--- config.mk ---
export PLATFORM = sky130hd
export DESIGN_NAME = cic_bank
export DESIGN_NICKNAME = d
export VERILOG_FILES = /design/src/hdl/cic_edge_det.v /design/src/hdl/cic_port_change.v /design/src/hdl/cic_bank.v
export VERILOG_INCLUDE_DIRS = /design/src /design/src/hdl
export SDC_FILE = /design/constraint.sdc
export NUM_CORES = 1
export LEC_CHECK = 0
export CORE_MARGIN = 2
export CORE_UTILIZATION = 50
export CTS_CLUSTER_DIAMETER = 80
export DETAILED_ROUTE_END_ITERATION = 8
export DONT_BUFFER_PORTS = 1
export PLACE_DENSITY = 0.68
export RECOVER_POWER = 50
export SYNTH_ARGS = -nofsm -noshare
export SYNTH_HDL_FRONTEND = slang
export SYNTH_HIERARCHICAL = 1
export SYNTH_SLANG_ARGS = --single-unit
--- constraint.sdc ---
create_clock -name clk_i -period 1.6 [get_ports clk_i]
set_input_delay 0.08 -clock clk_i [delete_from_list [all_inputs] [get_ports clk_i]]
set_output_delay 0.08 -clock clk_i [all_outputs]
set_load 0.1 [all_outputs]
--- src/hdl/cic_defs.vh ---
// register offsets, field positions, reset values and vectors for the
// core interrupt control bank; included by cic_bank, its checker and the bench
`ifndef CIC_DEFS_VH
`define CIC_DEFS_VH

`define CIC_OFF_MAIN 12'h000
`define CIC_OFF_EDGE 12'h004
`define CIC_OFF_EXT 12'h008
`define CIC_OFF_CTRL 12'h00C
`define CIC_OFF_STAT 12'h010

// main control register fields
`define CIC_M_GIE 7
`define CIC_M_PEIE 6
`define CIC_M_T0E 5
`define CIC_M_I0E 4
`define CIC_M_PCE 3
`define CIC_M_T0F 2
`define CIC_M_I0F 1
`define CIC_M_PCF 0

// edge and priority register fields
`define CIC_E_PUD 7
`define CIC_E_EDG0 6
`define CIC_E_T0P 2
`define CIC_E_I3P 1
`define CIC_E_PCP 0

// external pins register fields
`define CIC_X_I2P 7
`define CIC_X_I1P 6
`define CIC_X_IE1 3
`define CIC_X_IF1 0

// own control register: bit 0 priority scheme enable
`define CIC_C_PSE 0

`define CIC_RST_MAIN 8'h00
`define CIC_RST_EDGE 8'hFF
`define CIC_RST_EXT 8'hC0
`define CIC_RST_CTRL 8'h00

`define CIC_VEC_HIGH 24'h000008
`define CIC_VEC_LOW 24'h000018

`endif

--- src/hdl/cic_edge_det.v ---
// edge detector for one external interrupt pin
// assumes the pin is already synchronous to clk_i
`timescale 1ns/1ps
module cic_edge_det (
   input wire clk_i,
   input wire rst_n_i,
   input wire pin_i,
   input wire rising_i,
   output wire event_o
);
   reg last_q;
   reg seen_q;

   always @(posedge clk_i or negedge rst_n_i) begin
      if (!rst_n_i) begin
         last_q <= 1'b0;
         seen_q <= 1'b0;
      end else begin
         last_q <= pin_i;
         seen_q <= 1'b1;
      end
   end

   // rising when select is one, falling when zero
   assign event_o = seen_q & (rising_i ? (pin_i & ~last_q) :
                                         (~pin_i & last_q)); // RQ13
endmodule

--- src/hdl/cic_port_change.v ---
// mismatch detector on the upper four port-b pins
// assumes port_read_i pulses when software reads the port-b register
`timescale 1ns/1ps
module cic_port_change (
   input wire clk_i,
   input wire rst_n_i,
   input wire [3:0] pins_i,
   input wire port_read_i,
   output wire mismatch_o
);
   reg [3:0] latch_q;
   reg init_q;

   // reading the port reloads the latch and ends the mismatch
   always @(posedge clk_i or negedge rst_n_i) begin
      if (!rst_n_i) begin
         latch_q <= 4'h0;
         init_q <= 1'b0;
      end else begin
         init_q <= 1'b1;
         if (port_read_i || !init_q) begin
            latch_q <= pins_i; // RQ11
         end
      end
   end

   assign mismatch_o = init_q & (latch_q != pins_i); // RQ10
endmodule

--- src/hdl/cic_bank.v ---
// core interrupt control bank: four control registers and a status word behind apb,
// flag capture, gating by enables and priority, vector to the core
// assumes request inputs are synchronous pulses or levels on clk_i and
// the core pulses core_ack_i when it takes the offered vector
//
// Contract
// (RQ1) flags set on their event whatever the enable or global bits
// (RQ2) software clears a flag before enabling it and after servicing
// (RQ3) all three registers read and write; flags clear only by software
// (RQ4) without priority, bit 7 enables all unmasked interrupts
// (RQ5) with priority, bit 7 enables high-priority interrupts
// (RQ6) without priority, bit 6 gates all peripheral interrupts
// (RQ7) with priority, bit 6 enables low-priority interrupts
// (RQ8) timer-0 overflow sets bit 2; bit 5 enables it
// (RQ9) active edge on pin 0 sets bit 1; bit 4 enables it
// (RQ10) change on upper port-b pins sets bit 0; bit 3 enables it
// (RQ11) mismatch keeps re-setting port flag until port is read
// (RQ12) bit 7 of second register disables all port-b pull-ups
// (RQ13) bits 6..3 pick rising or falling edge for pins 0..3
// (RQ14) bits 2..0 set priority of timer-0, pin 3, port change
// (RQ15) third register bits 7,6 set priority of pins 2 and 1
// (RQ16) third register bits 5..3 enable pins 3, 2 and 1
// (RQ17) third register bits 2..0 flag events on pins 3, 2 and 1
// (RQ18) priority enable bit switches the meaning of the global bits
// (RQ19) high goes to 000008h, low to 000018h; high preempts low
// (RQ20) without priority, all go to the high vector
// (RQ21) accepting clears the global bit that admitted the interrupt
// (RQ22) request only when flag, enable and global enable all set
//
// Local design decisions: the address map and the APB slave port.
`timescale 1ns/1ps
`include "cic_defs.vh"
module cic_bank (
   input wire clk_i,
   input wire rst_n_i,
   input wire psel_i,
   input wire penable_i,
   input wire pwrite_i,
   input wire [11:0] paddr_i,
   input wire [31:0] pwdata_i,
   output wire pready_o,
   output reg [31:0] prdata_o,
   output wire pslverr_o,
   input wire timer0_overflow_i,
   input wire [3:0] ext_pin_i,
   input wire [3:0] upper_port_pins_i,
   input wire port_b_read_i,
   input wire periph_high_req_i,
   input wire periph_low_req_i,
   input wire core_ack_i,
   output wire pullup_disable_o,
   output reg irq_valid_o,
   output reg [23:0] irq_vector_o,
   output reg irq_high_o
);
   reg [7:0] main_q;
   reg [7:0] edge_q;
   reg [7:0] ext_q;
   reg [7:0] ctrl_q;
   reg [7:0] main_d;
   reg [7:0] ext_d;
   reg [7:0] ctrl_d;
   reg [1:0] serv_q;
   wire [3:0] pin_evt;
   wire mismatch;
   wire wr_en;
   wire rd_en;
   wire addr_ok;
   wire pse;
   reg [31:0] rdata;

   localparam ST_IDLE = 3'b001;
   localparam ST_HIGH = 3'b010;
   localparam ST_LOW = 3'b100;
   reg [2:0] st_q;

   // flag and its write: software write lands, but a set wins
   function flag_next;
      input cur;
      input wr;
      input wbit;
      input evt;
      begin
         flag_next = evt | (wr ? wbit : cur);
      end
   endfunction

   // request of one source: flag, enable and priority routed
   function src_req;
      input flag;
      input en;
      input prio;
      input want_high;
      begin
         src_req = flag & en & (prio == want_high);
      end
   endfunction

   // write strobe of one register: access phase of a write to its offset
   function wr_hit;
      input en;
      input [11:0] addr;
      input [11:0] off;
      begin
         wr_hit = en & (addr == off);
      end
   endfunction

   genvar g;
   generate
      for (g = 0; g < 4; g = g + 1) begin : g_pin
         cic_edge_det u_edge (
            .clk_i(clk_i),
            .rst_n_i(rst_n_i),
            .pin_i(ext_pin_i[g]),
            .rising_i(edge_q[`CIC_E_EDG0 - g]),
            .event_o(pin_evt[g])
         );
      end
   endgenerate

   cic_port_change u_pc (
      .clk_i(clk_i),
      .rst_n_i(rst_n_i),
      .pins_i(upper_port_pins_i),
      .port_read_i(port_b_read_i),
      .mismatch_o(mismatch)
   );

   assign wr_en = psel_i & penable_i & pwrite_i;
   assign rd_en = psel_i & ~penable_i & ~pwrite_i;
   wire wr_main = wr_hit(wr_en, paddr_i, `CIC_OFF_MAIN);
   wire wr_edge = wr_hit(wr_en, paddr_i, `CIC_OFF_EDGE);
   wire wr_ext = wr_hit(wr_en, paddr_i, `CIC_OFF_EXT);
   wire wr_ctrl = wr_hit(wr_en, paddr_i, `CIC_OFF_CTRL);
   assign addr_ok = (paddr_i == `CIC_OFF_MAIN) |
                    (paddr_i == `CIC_OFF_EDGE) |
                    (paddr_i == `CIC_OFF_EXT) |
                    (paddr_i == `CIC_OFF_CTRL) |
                    (paddr_i == `CIC_OFF_STAT);
   assign pready_o = 1'b1;
   assign pslverr_o = psel_i & penable_i & ~addr_ok;
   assign pse = ctrl_q[`CIC_C_PSE];
   assign pullup_disable_o = edge_q[`CIC_E_PUD]; // RQ12

   // gated requests per source, regardless of level
   wire t0_any = main_q[`CIC_M_T0F] & main_q[`CIC_M_T0E];
   wire i0_any = main_q[`CIC_M_I0F] & main_q[`CIC_M_I0E];
   wire pc_any = main_q[`CIC_M_PCF] & main_q[`CIC_M_PCE];
   wire [2:0] xf = ext_q[`CIC_X_IF1 +: 3];
   wire [2:0] xe = ext_q[`CIC_X_IE1 +: 3];
   wire [2:0] xp = {edge_q[`CIC_E_I3P], ext_q[`CIC_X_I2P],
                    ext_q[`CIC_X_I1P]};
   wire core_any = t0_any | i0_any | pc_any | (|(xf & xe));

   // pin 0 always high priority; others by their bit
   wire hi_src = src_req(main_q[`CIC_M_T0F], main_q[`CIC_M_T0E],
                         edge_q[`CIC_E_T0P], 1'b1) | i0_any |
                 src_req(main_q[`CIC_M_PCF], main_q[`CIC_M_PCE],
                         edge_q[`CIC_E_PCP], 1'b1) |
                 src_req(xf[0], xe[0], xp[0], 1'b1) |
                 src_req(xf[1], xe[1], xp[1], 1'b1) |
                 src_req(xf[2], xe[2], xp[2], 1'b1) |
                 periph_high_req_i; // RQ14 RQ15 RQ22
   wire lo_src = src_req(main_q[`CIC_M_T0F], main_q[`CIC_M_T0E],
                         edge_q[`CIC_E_T0P], 1'b0) |
                 src_req(main_q[`CIC_M_PCF], main_q[`CIC_M_PCE],
                         edge_q[`CIC_E_PCP], 1'b0) |
                 src_req(xf[0], xe[0], xp[0], 1'b0) |
                 src_req(xf[1], xe[1], xp[1], 1'b0) |
                 src_req(xf[2], xe[2], xp[2], 1'b0) |
                 periph_low_req_i; // RQ22

   wire gie = main_q[`CIC_M_GIE];
   wire peie = main_q[`CIC_M_PEIE];
   // compatibility: gie over all, peie over peripheral sources
   wire compat_req = gie & (core_any |
                     (peie & (periph_high_req_i | periph_low_req_i)));
                     // RQ4 RQ6 RQ20
   wire hi_req = pse ? (gie & hi_src) : compat_req; // RQ5 RQ18
   // low level needs both bits since a cleared bit 7 blocks everything
   wire lo_req = pse & gie & peie & lo_src; // RQ7
   wire take_hi = (st_q != ST_HIGH) & hi_req; // RQ19
   wire take_lo = (st_q == ST_IDLE) & ~hi_req & lo_req;
   wire accept = irq_valid_o & core_ack_i;

   always @* begin
      main_d = main_q;
      ext_d = ext_q;
      ctrl_d = ctrl_q;
      if (wr_ctrl) begin
         ctrl_d = {7'h00, pwdata_i[`CIC_C_PSE]};
      end
      main_d[`CIC_M_T0F] = flag_next(main_q[`CIC_M_T0F], wr_main,
         pwdata_i[`CIC_M_T0F], timer0_overflow_i); // RQ1 RQ8
      main_d[`CIC_M_I0F] = flag_next(main_q[`CIC_M_I0F], wr_main,
         pwdata_i[`CIC_M_I0F], pin_evt[0]); // RQ9
      main_d[`CIC_M_PCF] = flag_next(main_q[`CIC_M_PCF], wr_main,
         pwdata_i[`CIC_M_PCF], mismatch); // RQ10 RQ11
      if (wr_main) begin
         main_d[7:3] = pwdata_i[7:3]; // RQ3
      end
      if (wr_ext) begin
         ext_d[7:3] = pwdata_i[7:3]; // RQ16
      end
      ext_d[2] = flag_next(ext_q[2], wr_ext, pwdata_i[2], pin_evt[3]);
      ext_d[1] = flag_next(ext_q[1], wr_ext, pwdata_i[1], pin_evt[2]);
      ext_d[0] = flag_next(ext_q[0], wr_ext, pwdata_i[0],
         pin_evt[1]); // RQ17
      // acceptance clears the admitting global bit, after any write
      if (accept) begin
         if (pse && !irq_high_o) begin
            main_d[`CIC_M_PEIE] = 1'b0; // RQ21
         end else begin
            main_d[`CIC_M_GIE] = 1'b0; // RQ21
         end
      end
   end

   always @(posedge clk_i or negedge rst_n_i) begin
      if (!rst_n_i) begin
         main_q <= `CIC_RST_MAIN;
         edge_q <= `CIC_RST_EDGE;
         ext_q <= `CIC_RST_EXT;
         ctrl_q <= `CIC_RST_CTRL;
      end else begin
         main_q <= main_d;
         ext_q <= ext_d;
         ctrl_q <= ctrl_d;
         if (wr_edge) begin
            edge_q <= pwdata_i[7:0]; // RQ3
         end
      end
   end

   // offer and service tracking; serv_q: bit1 high, bit0 low in service
   always @(posedge clk_i or negedge rst_n_i) begin
      if (!rst_n_i) begin
         st_q <= ST_IDLE;
         serv_q <= 2'b00;
         irq_valid_o <= 1'b0;
         irq_vector_o <= 24'h000000;
         irq_high_o <= 1'b0;
      end else begin
         if (accept) begin
            irq_valid_o <= 1'b0;
            st_q <= irq_high_o ? ST_HIGH : ST_LOW;
            serv_q <= irq_high_o ? (serv_q | 2'b10) : 2'b01; // RQ19
         end else if (take_hi && !(irq_valid_o && irq_high_o)) begin
            irq_valid_o <= 1'b1;
            irq_high_o <= 1'b1;
            irq_vector_o <= `CIC_VEC_HIGH; // RQ19 RQ20
         end else if (take_lo && !irq_valid_o) begin
            irq_valid_o <= 1'b1;
            irq_high_o <= 1'b0;
            irq_vector_o <= `CIC_VEC_LOW; // RQ19
         end else if (irq_valid_o && !(irq_high_o ? hi_req : lo_req))
         begin
            irq_valid_o <= 1'b0;
         end
         // return re-arms: the level ends when its global bit is set again
         case (st_q)
            ST_IDLE: begin
            end
            ST_HIGH: begin
               if (!accept && gie) begin
                  // a preempted low service resumes
                  if (serv_q[0]) begin
                     st_q <= ST_LOW;
                     serv_q <= 2'b01;
                  end else begin
                     st_q <= ST_IDLE;
                     serv_q <= 2'b00;
                  end
               end
            end
            ST_LOW: begin
               if (!accept && peie) begin
                  st_q <= ST_IDLE;
                  serv_q <= 2'b00;
               end
            end
            default: begin
               st_q <= ST_IDLE;
            end
         endcase
      end
   end

   always @* begin
      rdata = 32'h00000000;
      case (paddr_i)
         `CIC_OFF_MAIN: rdata = {24'h000000, main_q};
         `CIC_OFF_EDGE: rdata = {24'h000000, edge_q};
         `CIC_OFF_EXT: rdata = {24'h000000, ext_q};
         `CIC_OFF_CTRL: rdata = {24'h000000, ctrl_q};
         `CIC_OFF_STAT: begin
            rdata = {28'h0000000, st_q[2:1] != 2'b00, serv_q,
                     irq_valid_o};
         end
         default: rdata = 32'h00000000;
      endcase
   end

   always @(posedge clk_i or negedge rst_n_i) begin
      if (!rst_n_i) begin
         prdata_o <= 32'h00000000;
      end else if (rd_en) begin
         prdata_o <= rdata;
      end
   end
endmodule

==> results.json, run 1 <==
{
  "setup_violations": 0,
  "num_vias": 2359,
  "peakVddDrop_mv": 0.6688,
  "max_freq_mhz": 635.5,
  "synth-main-ff-cell": "dfrtp_1",
  "grt_pass1_wl_mm": 11.05,
  "routedWlPerCell_um": 14.89,
  "dieArea_mm2": 0.007136,
  "critPathKind": "flop to flop",
  "crit_chain": "a21oi_2 -> nand2_1 -> o211a_1 -> o21a_1 -> or3b_4",
  "clkPwrFrac_pct": 30.4,
  "utilization_pct": 60.09,
  "place.gp.congestion": 0.9022,
  "synth_area_mm2": 0.003238,
  "track_usage_pct": 19.52,
  "arrival_ns": 1.76,
  "path_max_fanout": 3,
  "placed_cell_area_mm2": 0.003405,
  "p_seq_share_pct": 47.7,
  "fin_tns_setup_ns": 0,
  "critical_path_required_ns": 1.79,
  "async_reset_ff_share_pct": 100.0,
  "p_sw_mw": 1.021,
  "avgViaCountPerCell": 5.162,
  "p_comb_share_pct": 21.9,
  "cts-root-buf": "clkbuf_8",
  "synthCells": 318,
  "dr.pass1.iters": 4,
  "synth.avg_cell_area_um2": 10.18,
  "slew_viol_final": 0,
  "synth.distinct_cells": 51,
  "p_leak_nw": 1.749,
  "cts.htree.levels": 2,
  "clockBufferDepth": 2,
  "cp_slowest_stage_delay_ns": 0.44,
  "rows": 29,
  "hp-class": "input pin to flop",
  "antenna_found_initial": 0,
  "tightest_slew_ns": 0.7331,
  "clkTransAtPathRegs_ns": 0.10,
  "postRouteAntennaNets": 0,
  "grt_pass1_vias": 2380,
  "die-height_um": 84.48,
  "dp_hpwl_mm": 4.997,
  "drc": 0,
  "rsz0062_at_grt": "yes",
  "synth_edf_count": 0,
  "fin_skew_ns": 0.003938,
  "wl_mm": 6.803,
  "swShare_pct": 34.18,
  "clock_sinks": 55,
  "ys_seq_elements": 55,
  "drtIter0Drc": 91,
  "max_cap_viol_count": 0,
  "p_per_area_mw_per_mm2": 787.1,
  "startpoint_type": "flop",
  "holdWs_ns": 0.005880,
  "design_area_mm2": 0.003794,
  "yosys_warnings": 6,
  "core_area_mm2": 0.006314,
  "fin_cells": 457,
  "drive_gt1_share_pct": 27.11,
  "period_share_pct": 98.35,
  "port_buffers": 0,
  "grt_max_degree": 56,
  "ys_seq_area_share_pct": 42.93,
  "area_growth_pct": 17.16,
  "fillCellCount": 543,
  "fin_nets": 441,
  "grt_overflow": 0,
  "ios": 123,
  "cp_top_family": "compound AO/OA/AOI/OAI gates",
  "internal_power_mw": 1.965,
  "worstSkewPairLatency_ns": 0.30,
  "diodes": 0,
  "cts_tree": "yes",
  "crit_buf_inv": 0,
  "start_util_pct": 51.29,
  "slew_headroom_pct": 51.13,
  "end_kind": "flop",
  "cp_slowest_cell": "dfrtp_1",
  "chipWidth_um": 84.48,
  "cts_buffers": 5,
  "outcome": "finished, final reports clean",
  "fin_crit_ns": 1.574,
  "place_inst": 422,
  "hold_viol_final": 0
}
[routing by layer]
| metal | routed length [um] | vias up | GRT usage [%] |
|---|---|---|---|
| met3 | 622 | 6 | 5.998 |
| met2 | 3415 | 99 | 33.19 |
| met1 | 2692 | 1116 | 24.12 |
| met4 | 74 | 0 | 5.628 |
| met5 | 0 | - | 0 |
| li1 | - | 1138 | - |
[synthesized netlist by cell type (2+ instances only)]
library cell	instances	area (um2)
nand4_1	2	12.51
a22o_1	4	35.03
buf_2	3	15.01
nor3b_1	2	15.01
nand4b_1	4	35.03
mux2_4	4	60.06
o21ai_0	13	65.06
and2_1	3	18.77
nand3_1	14	70.07
mux2_1	4	45.04
a31oi_1	5	31.28
xor2_1	4	35.03
o22a_1	3	26.28
clkbuf_1	4	15.01
nand2_1	21	78.83
mux2_2	14	157.7
o32a_1	2	20.02
buf_6	3	33.78
nor2b_1	2	12.51
o21a_1	4	30.03
o211ai_1	2	15.01
dfrtp_1	44	1101
nor2_1	22	82.58
dfstp_2	11	289.0
buf_4	47	352.8
nor3_1	8	40.04
mux2i_1	9	90.09
inv_1	7	26.28
conb_1	7	26.28
nand4bb_1	4	45.04
a22oi_1	2	15.01
nand2b_1	2	12.51
a21oi_1	19	95.09
nor4_4	2	42.54
[layout by cell type (no fill, tap or decap), types with 5 or more instances in the layout]
cell type	Yosys	routed
a21oi_1	19	18
a31oi_1	5	5
buf_4	47	47
clkbuf_8	1	5
conb_1	7	52
dfrtp_1	44	42
dfstp_2	11	11
dlygate4sd3_1	0	19
inv_1	7	6
mux2_2	14	14
mux2i_1	9	9
nand2_1	21	21
nand3_1	14	14
nor2_1	22	21
nor3_1	8	7
o21ai_0	13	13
[through the flow]
step	power, mW	setup WS (ns)
floorplan	2.113	-0.1307
global placement	2.026	-0.01641
detailed placement	2.031	-0.02413
CTS	3.012	0.01678
global route	3.109	-0.04244
finish	2.986	0.02644
[cell families (layout without fill, tap and decap cells)]
family / Yosys count / count (layout) / share of synthesized area [%]
buffers and inverters: 66 / 83 / 14.57
XOR/XNOR: 4 / 4 / 1.082
flip-flops: 55 / 55 / 42.93
other: 7 / 52 / 0.8116
multiplexers: 32 / 32 / 11.59
AO/OA/AOI/OAI: 60 / 60 / 11.94
AND/OR/NAND/NOR: 94 / 94 / 17.08
[worst reg2reg max path: stages (launching register included)]
cell and delay, ns:
dfrtp_1 0.44, a21oi_2 0.13, nand2_1 0.09, o211a_1 0.23
o21a_1 0.21, or3b_4 0.36
[final cells by class]
cell class / instances / area (um2) / area share (%)
well taps: 77 / 96.34 / 2.540
repair buffers: 68 / 570.5 / 15.04
clock buffers: 7 / 76.32 / 2.012
inverters: 7 / 26.28 / 0.6926
clock inverters: 1 / 30.03 / 0.7916
flip-flops and latches: 55 / 1398 / 36.84
multi-input cells: 242 / 1597 / 42.08
[power groups by stage]
stage | combinational (mW) | sequential, mW | clock [mW]
CTS | 0.659 | 1.42 | 0.929
global placement | 0.577 | 1.45 | 0
floorplan | 0.665 | 1.45 | 0
detailed placement | 0.580 | 1.45 | 0
finish | 0.655 | 1.42 | 0.907
global route | 0.682 | 1.43 | 1.00
[repair_timing]
action,in CTS,in global routing
hold buffers,20,0
hold endpoints to repair,88,0
endpoints found under the setup margin,1,3
buffers inserted,3,4
gates resized for setup,1,6
pin swaps,3,3
[state kept, by name (all words and copies together), names as in the netlist, 2 cells and up]
signal               count
serv_q                   2
g_pin.u_edge/seen_q      4
irq_vector_o             2
main_q                   8
prdata_o                 8
ext_q                    8
edge_q                   8
g_pin.u_edge/last_q      4
u_pc/latch_q             4
st_q                     3
[path summary, 6_finish.rpt]
kind                                               endpoint  slack (ns)                     from  cells past startpoint
setup reg to reg                irq_vector_o[3]$_DFFE_PN0P_        0.03      main_q[1]$_DFF_PN0_                      5
hold / removal                      prdata_o[6]$_DFFE_PN0P_       0.006               paddr_i[2]                      3
setup / recovery                irq_vector_o[3]$_DFFE_PN0P_        0.03      main_q[1]$_DFF_PN0_                      5
min in group asynchronous  g_pin[2].u_edge/seen_q$_DFF_PN0_        0.41                  rst_n_i                      2
max in group asynchronous           irq_valid_o$_DFFE_PN0P_        0.64                  rst_n_i                      2
hold reg to reg                     prdata_o[4]$_DFFE_PN0P_        0.49  prdata_o[4]$_DFFE_PN0P_                      2
Power figures use the tool's default switching activity.
==> run 2: changes to the inputs <==
--- a/config.mk
+++ b/config.mk
@@ -11,6 +11,7 @@
 export CTS_CLUSTER_DIAMETER = 80
 export DETAILED_ROUTE_END_ITERATION = 8
 export DONT_BUFFER_PORTS = 1
+export GPL_TIMING_DRIVEN = 0
 export PLACE_DENSITY = 0.68
 export RECOVER_POWER = 50
 export SYNTH_ARGS = -nofsm -noshare
==> results.json, run 2 (synthesis gave the netlist of run 1 again) <==
{
  "outcome": "complete, but fails checks",
  "violations": "setup timing",
  "rsz0062_at_grt": "yes",
  "place.gp.congestion": 0.8849,
  "dr.pass1.iters": 4,
  "layout_common_cells": "buf_4, conb_1, dfrtp_1",
  "min_path_cells": 2,
  "fin_tns_setup_ns": -0.7252,
  "worstSkewPairLatency_ns": 0.30,
  "grt_max_degree": 56,
  "drtIter0Drc": 97,
  "diodes": 0,
  "setup_violations": 5,
  "slew_viol_final": 0,
  "peakVddDrop_mv": 0.4848,
  "postRouteAntennaNets": 0,
  "reg2reg_depth": 5,
  "fin_nets": 458,
  "rows": 29,
  "utilization_pct": 61.93,
  "area_growth_pct": 20.75,
  "grt_pass1_vias": 2276,
  "met1_length_mm": 2.752,
  "clock_sinks": 55,
  "fin_skew_ns": 0.004291,
  "port_buffers": 0,
  "wl_mm": 6.646,
  "critPathKind": "flop to flop",
  "end_kind": "flop",
  "hold_viol_final": 0,
  "ios": 123,
  "critical_path_required_ns": 1.85,
  "drc": 0,
  "start_util_pct": 51.29,
  "top_layer_used": "met4",
  "dieArea_mm2": 0.007136,
  "cts-root-buf": "clkbuf_8",
  "cts_tree": "yes",
  "die-height_um": 84.48,
  "max_freq_mhz": 550.1,
  "p_per_area_mw_per_mm2": 769.2,
  "avgViaCountPerCell": 5.049,
  "track_usage_pct": 19.02,
  "hp-class": "input pin to flop",
  "tightest_slew_ns": 1.189,
  "layout_commonest_cell": "buf_4",
  "startpoint_type": "flop",
  "drive_gt1_share_pct": 30.23,
  "totalPowerFinal_mw": 3.007,
  "chipWidth_um": 84.48,
  "slew_headroom_pct": 20.76,
  "path_max_fanout": 5,
  "grt_pass1_wl_mm": 10.89,
  "pre_cts_ws_ns": -0.2348,
  "cts_buffers": 5,
  "routedWlPerCell_um": 14.02,
  "wl_met2_mm": 3.267,
  "place_inst": 440,
  "fin_cells": 474,
  "num_vias": 2393,
  "core_area_mm2": 0.006314,
  "period_share_pct": 113.6,
  "max_cap_viol_count": 0,
  "grt_overflow": 0,
  "arrival_ns": 2.06,
  "cts.htree.levels": 2,
  "antenna_found_initial": 0,
  "worst_slack_ns": -0.2178,
  "p_leak_nw": 1.848,
  "dp_hpwl_mm": 4.845,
  "wl_met3_um": 526,
  "clkTransAtPathRegs_ns": 0.10,
  "clockBufferDepth": 2,
  "fin_crit_ns": 1.818
}
-- run 2: cell types whose count changed in the layout (fill, tap and decap cells not counted), sizes merged --
cell      before  now
clkbuf         8   11
bufinv         1    0
buf           48   62
clkinvlp       0    1
-- run 2: path summary, 6_finish.rpt --
path | start | endpoint | slack [ns]
max | irq_valid_o$_DFFE_PN0P_ | irq_vector_o[3]$_DFFE_PN0P_ | -0.22
min | core_ack_i | serv_q[1]$_DFF_PN0_ | 0.02
max reg2reg | irq_valid_o$_DFFE_PN0P_ | irq_vector_o[3]$_DFFE_PN0P_ | -0.22
min reg2reg | u_pc/latch_q[0]$_DFFE_PN0P_ | u_pc/latch_q[0]$_DFFE_PN0P_ | 0.53
max in group asynchronous | rst_n_i | irq_valid_o$_DFFE_PN0P_ | 0.16
min in group asynchronous | rst_n_i | g_pin[3].u_edge/seen_q$_DFF_PN0_ | 0.57
-- run 2: cell type report --
type                       count  area, um2
tap                           77      96.34
multi-input combinational    242       1585
fill                         543       2404
clock inverter                 1      7.507
inverter                       7      26.28
sequential                    55       1398
buffer                        59      460.4
timing repair buffer          26      240.2
clock buffer                   7      96.34
-- run 2: per-stage QoR --
stage	hold WS (ns)	area, um2
2_1_floorplan	-0.2156	3445
3_3_place_gp	-0.2146	3541
3_5_place_dp	-0.2148	3541
4_1_cts	0.0006294	3892
5_1_grt	0.01668	3910
6_report	0.01703	3910
-- run 2: power by group --
part | leakage [nW] | internal, mW | switching [mW]
combinational | 1.14 | 0.159 | 0.595
clock | 0.0505 | 0.394 | 0.434
sequential | 0.658 | 1.41 | 0.0137
-- run 2: critical path: stages, from the launching register on --
cell and delay, ns:
dfrtp_4 0.63, buf_8 0.18, or4_4 0.50, nor3_2 0.13, nand2_1 0.11, or3b_2 0.21
-- run 2: what timing repair did --
item	CTS	global route
hold endpoints to repair	87	0
hold buffers	20	0
setup buffers	3	3
pin swaps	3	8
setup endpoints to repair	6	7
gates resized for setup	3	8
-- run 2: routing by layer --
| metal | track usage [%] | vias up |
|---|---|---|
| met2 | 31.24 | 87 |
| met1 | 25.08 | 1121 |
| met3 | 4.523 | 8 |
| met4 | 6.061 | 0 |
| met5 | 0 | - |
| li1 | - | 1177 |
==> run 3: changes to the inputs <==
--- a/config.mk
+++ b/config.mk
@@ -14,6 +14,7 @@
 export GPL_TIMING_DRIVEN = 0
 export PLACE_DENSITY = 0.68
 export RECOVER_POWER = 50
+export REMOVE_ABC_BUFFERS = 1
 export SYNTH_ARGS = -nofsm -noshare
 export SYNTH_HDL_FRONTEND = slang
 export SYNTH_HIERARCHICAL = 1
==> results.json, run 3 (synthesis gave the netlist of run 1 again) <==
{
  "utilization_pct": 55.89,
  "min_to": "prdata_o[7]$_DFFE_PN0P_",
  "routedWlPerCell_um": 15.12,
  "num_vias": 2272,
  "dr.pass1.iters": 4,
  "totalPowerFinal_mw": 3.013,
  "period_share_pct": 102.4,
  "p_per_area_mw_per_mm2": 854.0,
  "grt_pass1_wl_mm": 10.74,
  "cts_tree": "yes",
  "swShare_pct": 33.82,
  "internal_power_mw": 1.994,
  "fin_cells": 424,
  "worst_slack_ns": -0.03770,
  "core_area_mm2": 0.006314,
  "critical_path_required_ns": 1.85,
  "diodes": 0,
  "rsz0062_at_grt": "yes",
  "r2r_start": "irq_valid_o$_DFFE_PN0P_",
  "critPathKind": "flop to flop",
  "max_cap_viol_count": 0,
  "grt_pass1_vias": 2203,
  "min_path_cells": 3,
  "violations": "setup timing",
  "outcome": "complete, but fails checks",
  "dieArea_mm2": 0.007136,
  "p_seq_share_pct": 47.3,
  "hold_viol_final": 0,
  "tightest_slew_ns": 1.206,
  "clkTransAtPathRegs_ns": 0.09,
  "postRouteAntennaNets": 0,
  "reg2reg_depth": 4,
  "p_leak_nw": 1.570,
  "peakVddDrop_mv": 0.4291,
  "fin_crit_ns": 1.638,
  "rows": 29,
  "area_growth_pct": 8.964,
  "clock_sinks": 55,
  "hp-start": "paddr_i[2]",
  "placed_cell_area_mm2": 0.003060,
  "drtIter0Drc": 194,
  "holdWs_ns": 0.02883,
  "p_comb_share_pct": 21.3,
  "clockBufferDepth": 2,
  "place.gp.congestion": 0.8213,
  "hp-class": "input pin to flop",
  "fin_nets": 408,
  "ios": 123,
  "cts.htree.levels": 2,
  "clkPwrFrac_pct": 31.4,
  "end_kind": "flop",
  "port_buffers": 0,
  "layout_commonest_cell": "conb_1",
  "slew_headroom_pct": 19.63,
  "reg2reg_to": "irq_vector_o[3]$_DFFE_PN0P_",
  "die-height_um": 84.48,
  "arrival_ns": 1.89,
  "fillCellCount": 575,
  "track_usage_pct": 18.97,
  "dp_hpwl_mm": 4.524,
  "grt_overflow": 0,
  "chipWidth_um": 84.48,
  "slew_viol_final": 0,
  "startpoint_type": "flop",
  "layout_common_cells": "conb_1, dfrtp_1, nand2_1, nor2_1",
  "p_sw_mw": 1.019,
  "setup_violations": 1,
  "rrSetupSlack_ns": -0.04,
  "wl_mm": 6.409,
  "worstSkewPairLatency_ns": 0.31,
  "grt_max_degree": 56,
  "avgViaCountPerCell": 5.358,
  "drive_gt1_share_pct": 19.60,
  "drc": 0,
  "design_area_mm2": 0.003528,
  "max_freq_mhz": 610.6,
  "cts_buffers": 5,
  "antenna_found_initial": 0,
  "fin_skew_ns": 0.005818,
  "path_max_fanout": 7,
  "place_inst": 381,
  "start_util_pct": 51.29,
  "cts-root-buf": "clkbuf_8"
}
[run 3: cell count changes in the layout (fill, tap and decap cells not counted), sizes merged]
cell and change:
buf -46, clkbuf -5, bufinv +1, clkinv +1, clkinvlp -1
[run 3: layer usage]
metal | vias up | routed length, um | track usage [%] | share of wire [%]
met5 | - | 0 | 0 | 0
met4 | 0 | 90 | 5.916 | 1.4
met3 | 9 | 519 | 5.408 | 8.1
met2 | 110 | 3021 | 30.09 | 47
met1 | 1066 | 2778 | 25.43 | 43
li1 | 1087 | - | - | -
[run 3: repair_timing]
item | CTS | global route
pin swaps | 9 | 2
hold endpoints to repair | 88 | 0
gates resized for setup | 10 | 0
hold buffers | 20 | 0
buffers inserted | 10 | 5
endpoints found under the setup margin | 10 | 13
[run 3: cell type report]
class                           count  area (um2)  area share [%]
Clock inverter                      2       35.03          0.9929
Inverter                            7       26.28          0.7447
Tap cell                           77       96.34           2.730
Timing Repair Buffer               35       316.6           8.972
Multi-Input combinational cell    242        1574           44.61
Clock buffer                        6       82.58           2.340
Sequential cell                    55        1398           39.61
[run 3: how the worst max path moves through the flow]
stage | to | slack (ns) | startpoint
6_report | irq_vector_o[3]$_DFFE_PN0P_ | -0.04 | irq_valid_o$_DFFE_PN0P_
5_1_grt | irq_vector_o[3]$_DFFE_PN0P_ | -0.13 | irq_valid_o$_DFFE_PN0P_
3_3_place_gp | irq_vector_o[3]$_DFFE_PN0P_ | -0.58 | irq_valid_o$_DFFE_PN0P_
2_1_floorplan | irq_vector_o[3]$_DFFE_PN0P_ | -0.43 | irq_valid_o$_DFFE_PN0P_
3_5_place_dp | irq_vector_o[3]$_DFFE_PN0P_ | -0.58 | irq_valid_o$_DFFE_PN0P_
4_1_cts | irq_vector_o[3]$_DFFE_PN0P_ | -0.05 | irq_valid_o$_DFFE_PN0P_
[run 3: critical path: stages, from the launching register on]
cell	delay [ns]
dfrtp_4	0.65
or4_4	0.48
nor3_2	0.11
nand2_1	0.10
or3b_4	0.25
[run 3: power by group through the flow]
stage	logic [mW]	registers (mW)	clock network, mW
after detailed placement	0.566	1.45	0
after floorplan	0.554	1.45	0
after CTS	0.650	1.42	0.968
after global routing	0.667	1.43	1.03
after global placement	0.564	1.45	0
final	0.643	1.42	0.946
[run 3: through the flow]
step	setup TNS, ns	worst slack (ns)
4_1_cts	-0.05251	-0.05251
3_5_place_dp	-7.274	-0.5818
3_3_place_gp	-6.921	-0.5757
2_1_floorplan	-2.500	-0.4348
6_report	-0.03770	-0.03770
5_1_grt	-0.6214	-0.1257
